**config.mk**
```make
export PLATFORM = sky130hd
export DESIGN_NAME = sld_driver
export DESIGN_NICKNAME = d
export VERILOG_FILES = /design/src/logic/sld_pkg.sv /design/src/logic/sld_pin_sync.sv /design/src/logic/sld_driver.sv
export SDC_FILE = /design/constraint.sdc
export NUM_CORES = 1
export LEC_CHECK = 0
export BUFFER_PORTS_ARGS = -buffer_cell sky130_fd_sc_hd__buf_2
export CAP_MARGIN = 20
export CORE_ASPECT_RATIO = 1.2
export CORE_MARGIN = 10
export CORE_UTILIZATION = 60
export DETAILED_ROUTE_END_ITERATION = 10
export PLACE_DENSITY = 0.79
export SETUP_SLACK_MARGIN = 0.15
export SYNTH_ARGS = -nofsm -noshare
export SYNTH_HDL_FRONTEND = slang
export SYNTH_SLANG_ARGS = --single-unit
```
**constraint.sdc**
```tcl
create_clock -name ref_clk -period 3.65 [get_ports ref_clk]
set_clock_uncertainty 0.1 [all_clocks]
set_input_delay 0.1825 -clock ref_clk [delete_from_list [all_inputs] [get_ports ref_clk]]
set_output_delay 0.1825 -clock ref_clk [all_outputs]
set_load 0.02 [all_outputs]
```
**src/logic/sld_pkg.sv**
```systemverilog
// Package for the twelve-channel serial latched display driver.
// Assumes a single 50 MHz system clock and synchronous active-low reset.
`default_nettype none

package sld_pkg;

    // Number of channels, shift stages, hold cells and driver outputs.
    localparam int unsigned CHANNELS = 12;
    // Depth of the pin synchroniser.
    localparam int unsigned SYNC_DEPTH = 3;
    // Value of shift stages and hold cells after reset.
    localparam logic [11:0] STAGES_RESET = 12'h000;
    // Synchroniser value after reset; the gate input idles high, so outputs stay low.
    localparam logic [3:0] PINS_RESET = 4'h8;
    // Clock period in nanoseconds, for reference by the bench.
    localparam int unsigned CLK_PERIOD_NS = 20;

    // Control pins as they arrive from the controller.
    typedef struct packed {
        logic gate_n;    // Active-low output gate.
        logic latch_en;  // Latch enable, high means transparent.
        logic shift_clk; // Shift clock, rising edge shifts.
        logic data_in;   // Serial data input.
    } sld_pins_t;

endpackage : sld_pkg

`default_nettype wire

```
**src/logic/sld_pin_sync.sv**
```systemverilog
// Three-stage synchroniser with agreement filter for the four control pins.
// Assumes the pins are asynchronous to ref_clk and change slower than the clock.
`timescale 1ns/1ps
`default_nettype none

module sld_pin_sync (
    input wire logic ref_clk,             // System clock.
    input wire logic rst_n,               // Synchronous reset, active low.
    input wire sld_pkg::sld_pins_t pins,  // Raw pin levels.
    output sld_pkg::sld_pins_t clean      // Filtered, registered pin levels.
);

    logic [3:0] s1_ff, s2_ff, s3_ff, clean_ff;
    logic [3:0] nxt_clean;

    // A bit changes only when the second and third stage agree, which costs a clock of delay
    // but rejects a level caught mid-change; the first stage is read by the second alone.
    always_comb
    begin
        for (int i = 0; i < 4; i++)
        begin
            nxt_clean[i] = (s2_ff[i] == s3_ff[i]) ? s2_ff[i] : clean_ff[i];
        end
    end

    // Registers for the chain and the filtered output.
    always_ff @(posedge ref_clk)
    begin
        if (!rst_n)
        begin
            s1_ff <= sld_pkg::PINS_RESET;
            s2_ff <= sld_pkg::PINS_RESET;
            s3_ff <= sld_pkg::PINS_RESET;
            clean_ff <= sld_pkg::PINS_RESET;
        end
        else
        begin
            s1_ff <= pins;
            s2_ff <= s1_ff;
            s3_ff <= s2_ff;
            clean_ff <= nxt_clean;
        end
    end

    assign clean = clean_ff;

endmodule : sld_pin_sync

`default_nettype wire

```
**src/logic/sld_driver.sv**
```systemverilog
// Twelve-channel serial-in display driver: shift stages, hold cells, gated outputs.
// Assumes the controller pins are asynchronous and far slower than the 50 MHz ref_clk.
// Assumes rst_n is held low for at least two clocks before the controller starts.
// Every pin passes the three-flop filter, so each effect shows five clocks after its pin.
`timescale 1ns/1ps
`default_nettype none

module sld_driver (
    input wire logic ref_clk,                // System clock, 50 MHz.
    input wire logic rst_n,                  // Synchronous reset, active low.
    input wire logic data_in,                // Serial data pin.
    input wire logic shift_clk,              // Shift clock pin, rising edge shifts.
    input wire logic latch_en,               // Latch enable pin, high is transparent.
    input wire logic gate_n,                 // Output gate pin, active low.
    output logic [11:0] driver_outputs,      // Gated channel outputs.
    output logic serial_out                  // Cascade output from stage twelve.
);

    // Raw and filtered pin words, the datapath registers and the one-clock edge strobe.
    sld_pkg::sld_pins_t raw_pins;
    sld_pkg::sld_pins_t pins;
    logic [11:0] shift_stages_ff, nxt_shift_stages;
    logic [11:0] hold_cells_ff, nxt_hold_cells;
    logic [11:0] outputs_ff, nxt_outputs;
    logic clk_prev_ff, nxt_clk_prev;
    logic shift_edge;

    // Pins are packed into one word so they all take the same path through the filter.
    assign raw_pins = '{
        gate_n: gate_n,
        latch_en: latch_en,
        shift_clk: shift_clk,
        data_in: data_in
    };

    // All pins share one synchroniser so they keep their relative timing; a pin that
    // skipped it could reach the datapath a few clocks ahead of the shift clock.
    sld_pin_sync u_sync (
        .ref_clk(ref_clk),
        .rst_n(rst_n),
        .pins(raw_pins),
        .clean(pins)
    );

    // Edge detect works on the filtered clock, never on the first flop.
    // One strobe per rising edge; a slow pin has already been settled by the filter.
    assign shift_edge = pins.shift_clk && !clk_prev_ff;

    // Next state of the shift stages and the edge detector.
    always_comb
    begin
        nxt_clk_prev = pins.shift_clk;
        nxt_shift_stages = shift_stages_ff;
        if (shift_edge)
        begin
            nxt_shift_stages = {shift_stages_ff[10:0], pins.data_in};
        end
    end

    // Hold cells read the next stage values, so an open latch passes a shift in the same
    // clock as the stages. The price is that latch_en must share the filter with shift_clk,
    // or a closing latch could catch a word in the middle of a shift.
    always_comb
    begin
        if (pins.latch_en)
        begin
            nxt_hold_cells = nxt_shift_stages;
        end
        else
        begin
            nxt_hold_cells = hold_cells_ff;
        end
    end

    // Outputs are the AND of each hold cell with the active gate.
    // Reading the next hold values keeps the outputs in step with the cells they show.
    always_comb
    begin
        if (!pins.gate_n)
        begin
            nxt_outputs = nxt_hold_cells;
        end
        else
        begin
            nxt_outputs = sld_pkg::STAGES_RESET;
        end
    end

    // Registers for the whole datapath. The pins carry no reset of their own, so rst_n
    // only brings the block to a known dark state. The edge detector resets to the idle
    // level of the shift clock, so the release of reset cannot fake a rising edge.
    always_ff @(posedge ref_clk)
    begin
        if (!rst_n)
        begin
            shift_stages_ff <= sld_pkg::STAGES_RESET;
            hold_cells_ff <= sld_pkg::STAGES_RESET;
            outputs_ff <= sld_pkg::STAGES_RESET;
            clk_prev_ff <= sld_pkg::PINS_RESET[1]; // Idle level of shift_clk.
        end
        else
        begin
            shift_stages_ff <= nxt_shift_stages;
            hold_cells_ff <= nxt_hold_cells;
            outputs_ff <= nxt_outputs;
            clk_prev_ff <= nxt_clk_prev;
        end
    end

    // Both outputs come straight from flip-flops, so they never glitch between clocks.
    assign driver_outputs = outputs_ff;
    // Serial output bypasses latch and gate so cascades keep shifting when outputs are blanked.
    assign serial_out = shift_stages_ff[11];
endmodule : sld_driver

`default_nettype wire

```
=== Word-level counts from Yosys, hierarchy flattened ===
Cells that the tools add are included.

* Bits in registers: 53
* Bits of input ports: 6
* Word-level logic and storage cells: 21

* Eq/ne operators: 4
* Multiplexer cells: 2
* Bitwise gates (word level): 1
* Reductions and logical operators: 3

{| class="wikitable"
|+ Operators with widths
! operator !! number
|-
| 2-to-1 mux 12 bit || 2
|-
| == test 1 bit || 4
|-
| OR reduction 2 bit || 1
|-
| logical AND 1 bit || 1
|-
| zero test 1 bit || 1
|-
| NOT 1 bit || 1
|}

=== Longest topological paths before layout ===
* Depth in word-level cells: 4
* Depth in mapped cells: 4

=== Modules after synthesis ===
From an unflattened synthesis, not the netlist that was laid out.

* Cells, all modules: 162
* Area total of the unflattened synthesis: 1731.7 um^2

{| class="wikitable"
|+ Modules (own cells, without submodules)
! module !! times used !! cells an instance !! area each (um^2) !! seq. area each (um^2)
|-
| sld_driver || 1 || 121 || 1258.7 || 740.7
|-
| sld_pin_sync || 1 || 41 || 473.0 || 320.3
|}

=== Worst setup path before layout ===
OpenSTA, ideal clock, no wires.

* Kind: register -> register
* Start: register u_sync.clean_ff[1] (netlist: u_sync.clean[1])
* End: register hold_cells_ff[0]
* Data arrival time: 1.005 ns
* Slack: 2.412 ns
* Stages on the path, launching flop included: 5
* Buffers on the path: 1
* Clock period less this slack: 1.238 ns
* Path through: dfxtp_1 nor2b_4 buf_12 mux2i_1 a21oi_1

* Cells in the longest elaborated chain, start to end: 3

{| class="wikitable"
|+ Ends and longest elaborated chain
! element !! RTL line !! RTL
|-
| start, declared || sld_pin_sync.sv:13 || <nowiki>logic [3:0] s1_ff, s2_ff, s3_ff, clean_ff;</nowiki>
|-
| start signal, assigned || sld_pin_sync.sv:34 || <nowiki>clean_ff <= sld_pkg::PINS_RESET;</nowiki>
|-
| start signal, assigned || sld_pin_sync.sv:41 || <nowiki>clean_ff <= nxt_clean;</nowiki>
|-
| logical AND 1 bit || sld_driver.sv:47 || <nowiki>assign shift_edge = pins.shift_clk && !clk_prev_ff;</nowiki>
|-
| 2-to-1 mux 12 bit || sld_driver.sv:54 || <nowiki>if (shift_edge)</nowiki>
|-
| 2-to-1 mux 12 bit || sld_driver.sv:65 || <nowiki>if (pins.latch_en)</nowiki>
|-
| end signal, assigned || sld_driver.sv:97 || <nowiki>hold_cells_ff <= sld_pkg::STAGES_RESET;</nowiki>
|-
| end signal, assigned || sld_driver.sv:104 || <nowiki>hold_cells_ff <= nxt_hold_cells;</nowiki>
|-
| end, declared || sld_driver.sv:23 || <nowiki>logic [11:0] hold_cells_ff, nxt_hold_cells;</nowiki>
|}

Every way passes these cells.
A chain may end at the register's enable or synchronous reset.

=== Final worst setup path ===
* Start: register u_sync.clean_ff[1] (netlist: u_sync.clean[1])
* End: register outputs_ff[7] (netlist: driver_outputs[7])

* Cells in the longest elaborated chain, start to end: 3

{| class="wikitable"
|+ Ends and longest elaborated chain
! element !! RTL line !! RTL
|-
| logical AND 1 bit || sld_driver.sv:47 ||
|-
| 2-to-1 mux 12 bit || sld_driver.sv:54 ||
|-
| 2-to-1 mux 12 bit || sld_driver.sv:65 ||
|-
| end signal, assigned || sld_driver.sv:98 || <nowiki>outputs_ff <= sld_pkg::STAGES_RESET;</nowiki>
|-
| end signal, assigned || sld_driver.sv:105 || <nowiki>outputs_ff <= nxt_outputs;</nowiki>
|-
| end, declared || sld_driver.sv:24 || <nowiki>logic [11:0] outputs_ff, nxt_outputs;</nowiki>
|}

Every way passes these cells.

==> flow_summary.yaml <==
logic_synthesis:
  synthArstFlopShare: 0
  yosysTopAreaCellShare: 0.6167
  synth_nets: 169
  synth_fa_ha_area_frac: 0
  synth_top_family_by_area: "compound AO/OA/AOI/OAI gates"
  netlist_area_um2: 1720
  synth.most_common_cell: "dfxtp_1"
  syn_area_per_cell_um2: 10.55
  seq_area_frac_synth: 0.6167
  yosys-top-cells-area: "dfxtp_1, o21ai_0, a21oi_1"
  synthFlopType: "dfxtp_1"
  synth-xor-area-share: 0
  netlist-cell-type-count: 15
  yosys.area.top_type: "dfxtp_1"
  yosysWarnings: 0
  synth_mux_area_frac: 0.06982
  synth_edf_count: 0
  ys_ff_latch: 53
  synthSimpleGateAreaFrac: 0.1127
  synth_common_cells: "dfxtp_1, o21ai_0, a21oi_1"
  synth_compound_area_frac: 0.1673
  synthCells: 163
power_and_ir_drop:
  p_leak_nw: 0.7331
  ir_drop_uv: 371.0
  power_density_nw_per_um2: 474.1
run_status:
  status: "finished, final reports clean"
placement:
  dp_hpwl_mm: 1.773
  post-place-cells: 204
  portBuffers: 18
  place.gp.congestion: 0.6795
route:
  vias: 1133
  drc_errors: 0
  firstDrtPassIters: 4
  viasPerCell: 5.270
  avgRoutedWirePerCell_um: 12.49
  antenna_left: 0
  drt-initial-drc-count: 41
  routed_wl_mm: 2.686
sta:
  fin_crit_sh: 0.4294
  relSlewSlack: 0.5385
  drv_slew: 0
  rsz0062_at_grt: "no"
  setup_viol: 0
  hold_viol: 0
  period_minus_slack_ps: 1567
  fmax_ghz: 0.6380
  fin_tns_setup_ps: 0
  tightestPinTransition_ps: 692.3
setup_path:
  path_delay_family: "simple AND/OR/NAND/NOR gates"
  regToRegSetupSlack_ps: 2080
  cpMaxStageDelayCell: "nor2b_4"
  r2r_start: "u_sync.clean[1]$_SDFFE_PN0N_"
  cp.required_ps: 3770
  r2r.worst_path.cells: 3
  cp-start-kind: "flop"
  cpPeakStageDelay_ps: 460
  crit_start: "u_sync.clean[1]$_SDFFE_PN0N_"
  critPathKind: "flop to flop"
  path_max_fanout: 12
  r2r_end: "driver_outputs[7]$_SDFF_PP0_"
  path_buf_inv: 0
  critPathArrivalTime_ps: 1690
  worstPathCellList: "nor2b_4, mux2i_1, a21oi_1"
  cp-end-kind: "flop"
floorplan:
  io_pins: 19
  rows: 21
  initial_core_util: 0.6177
  core-area_um2: 2785
  fp.dieH_um: 78.66
  die_w_um: 68.88
  dieArea_um2: 5418
finish:
  nets: 187
  final_util: 0.6855
  multi_input_area_um2: 601.8
  antennaDiodeCount: 0
  regArea_um2: 1062
  fillers: 235
  area_growth_pct: 10.98
  drive_gt1_frac: 0.1547
  fin_cells: 215
global_routing:
  grt_pass1_wl_mm: 4.726
  grt_usage: 0.1115
  grt_overflow: 0
  antenna_found_initial: 0
  grt_max_degree: 51
  grt_pass1_vias: 1098
clock_tree:
  post_cts_buffers: 0
  cts-root-buf: "clkbuf_4"
  cts_made_buffers: 5
  clk_transition_reported_paths_ps: 130
  cts_tree: "done"
  cts-resized-gates: 0
  ctsLongestPathBuffers: 2
  insertion_delay_ps: 350
  h-tree-depth: 2
  clock-sinks: 53
min_path:
  hold_class: "primary input to flop"
  holdPathEnd: "u_sync.s2_ff[3]$_SDFF_PN1_"
  holdPathStages: 2
  hold_start: "rst_n"
flow_run:
  cap_violations: 0
[timing repair]
| action | CTS | global route |
|---|---|---|
| hold endpoints to repair | 4 | 0 |
| hold buffers | 4 | 0 |
| setup endpoints to repair | 0 | 0 |
[metrics by stage]
| stage | setup slack [ps] | cell area [um^2] | total power, mW | hold slack, ps |
|---|---|---|---|---|
| after floorplan | 2412 | 1720 | 0.6100 | 155.5 |
| after global placement | 1997 | 1795 | 0.6136 | 266.5 |
| after detailed placement | 1879 | 1795 | 0.6145 | 282.6 |
| after CTS | 1836 | 1908 | 0.9160 | 161.5 |
| after global routing | 1976 | 1909 | 0.9415 | 195.6 |
| final | 2083 | 1909 | 0.9053 | 164.6 |
[per-layer routing]
metal,global-route usage,up-vias,wire length (um)
met3,0.03693,5,164
met4,0.06522,0,59
met1,0.1268,516,1142
met2,0.1740,26,1318
li1,-,586,-
met5,0,-,0
[flip-flops by register name, indices dropped and copies added, names as in the netlist]
register / count
driver_outputs: 12
hold_cells_ff: 12
shift_stages_ff: 12
u_sync.clean: 4
u_sync.s1_ff: 4
u_sync.s2_ff: 4
u_sync.s3_ff: 4
clk_prev_ff: 1
[cell usage in the layout (no fill, tap or decap)]
cell type | netlist | final
and2_2 | 1 | 1
mux2i_1 | 12 | 12
dfxtp_2 | 0 | 1
nor2_1 | 1 | 1
nand2_1 | 3 | 3
nor2b_4 | 1 | 1
clkinv_2 | 0 | 1
nand2b_1 | 3 | 3
and2b_1 | 1 | 1
clkbuf_4 | 0 | 5
buf_2 | 0 | 18
and2_1 | 9 | 9
dfxtp_1 | 53 | 52
nor2b_1 | 12 | 12
a21oi_1 | 25 | 25
bufinv_16 | 0 | 1
a21boi_0 | 3 | 3
dlygate4sd3_1 | 0 | 4
o21ai_0 | 28 | 28
[power by group]
group	internal, mW	switching [mW]	total [mW]	leakage, nW
clock network	0.140	0.161	0.301	0.0410
registers	0.585	0.00250	0.587	0.430
logic	0.0103	0.00743	0.0177	0.263
[cells by family (layout without fill, tap and decap cells)]
| logic type | after synthesis | after routing |
|---|---|---|
| multiplexers | 12 | 12 |
| buffers and inverters | 11 | 29 |
| AO/OA/AOI/OAI | 56 | 56 |
| AND/OR/NAND/NOR | 31 | 31 |
| flip-flops | 53 | 53 |
[cell type report]
type | instances | share of cell area
flip-flops and latches | 53 | 0.5564
multi-input cells | 99 | 0.3152
repair buffers | 22 | 0.06815
well taps | 34 | 0.02228
clock buffers | 5 | 0.01966
clock inverters | 2 | 0.01835
[how the worst max path moves through the flow]
stage | endpoint | slack [ps] | cells after the start
2_1_floorplan | hold_cells_ff[0]$_SDFF_PN0_ | 2410 | 4
3_3_place_gp | driver_outputs[2]$_SDFF_PP0_ | 2000 | 2
6_report | driver_outputs[7]$_SDFF_PP0_ | 2080 | 3
3_5_place_dp | u_sync.clean[2]$_SDFFE_PN0N_ | 1880 | 2
4_1_cts | hold_cells_ff[5]$_SDFF_PN0_ | 1840 | 2
5_1_grt | driver_outputs[9]$_SDFF_PP0_ | 1980 | 3
No activity file was read; power rests on OpenSTA's default activity.
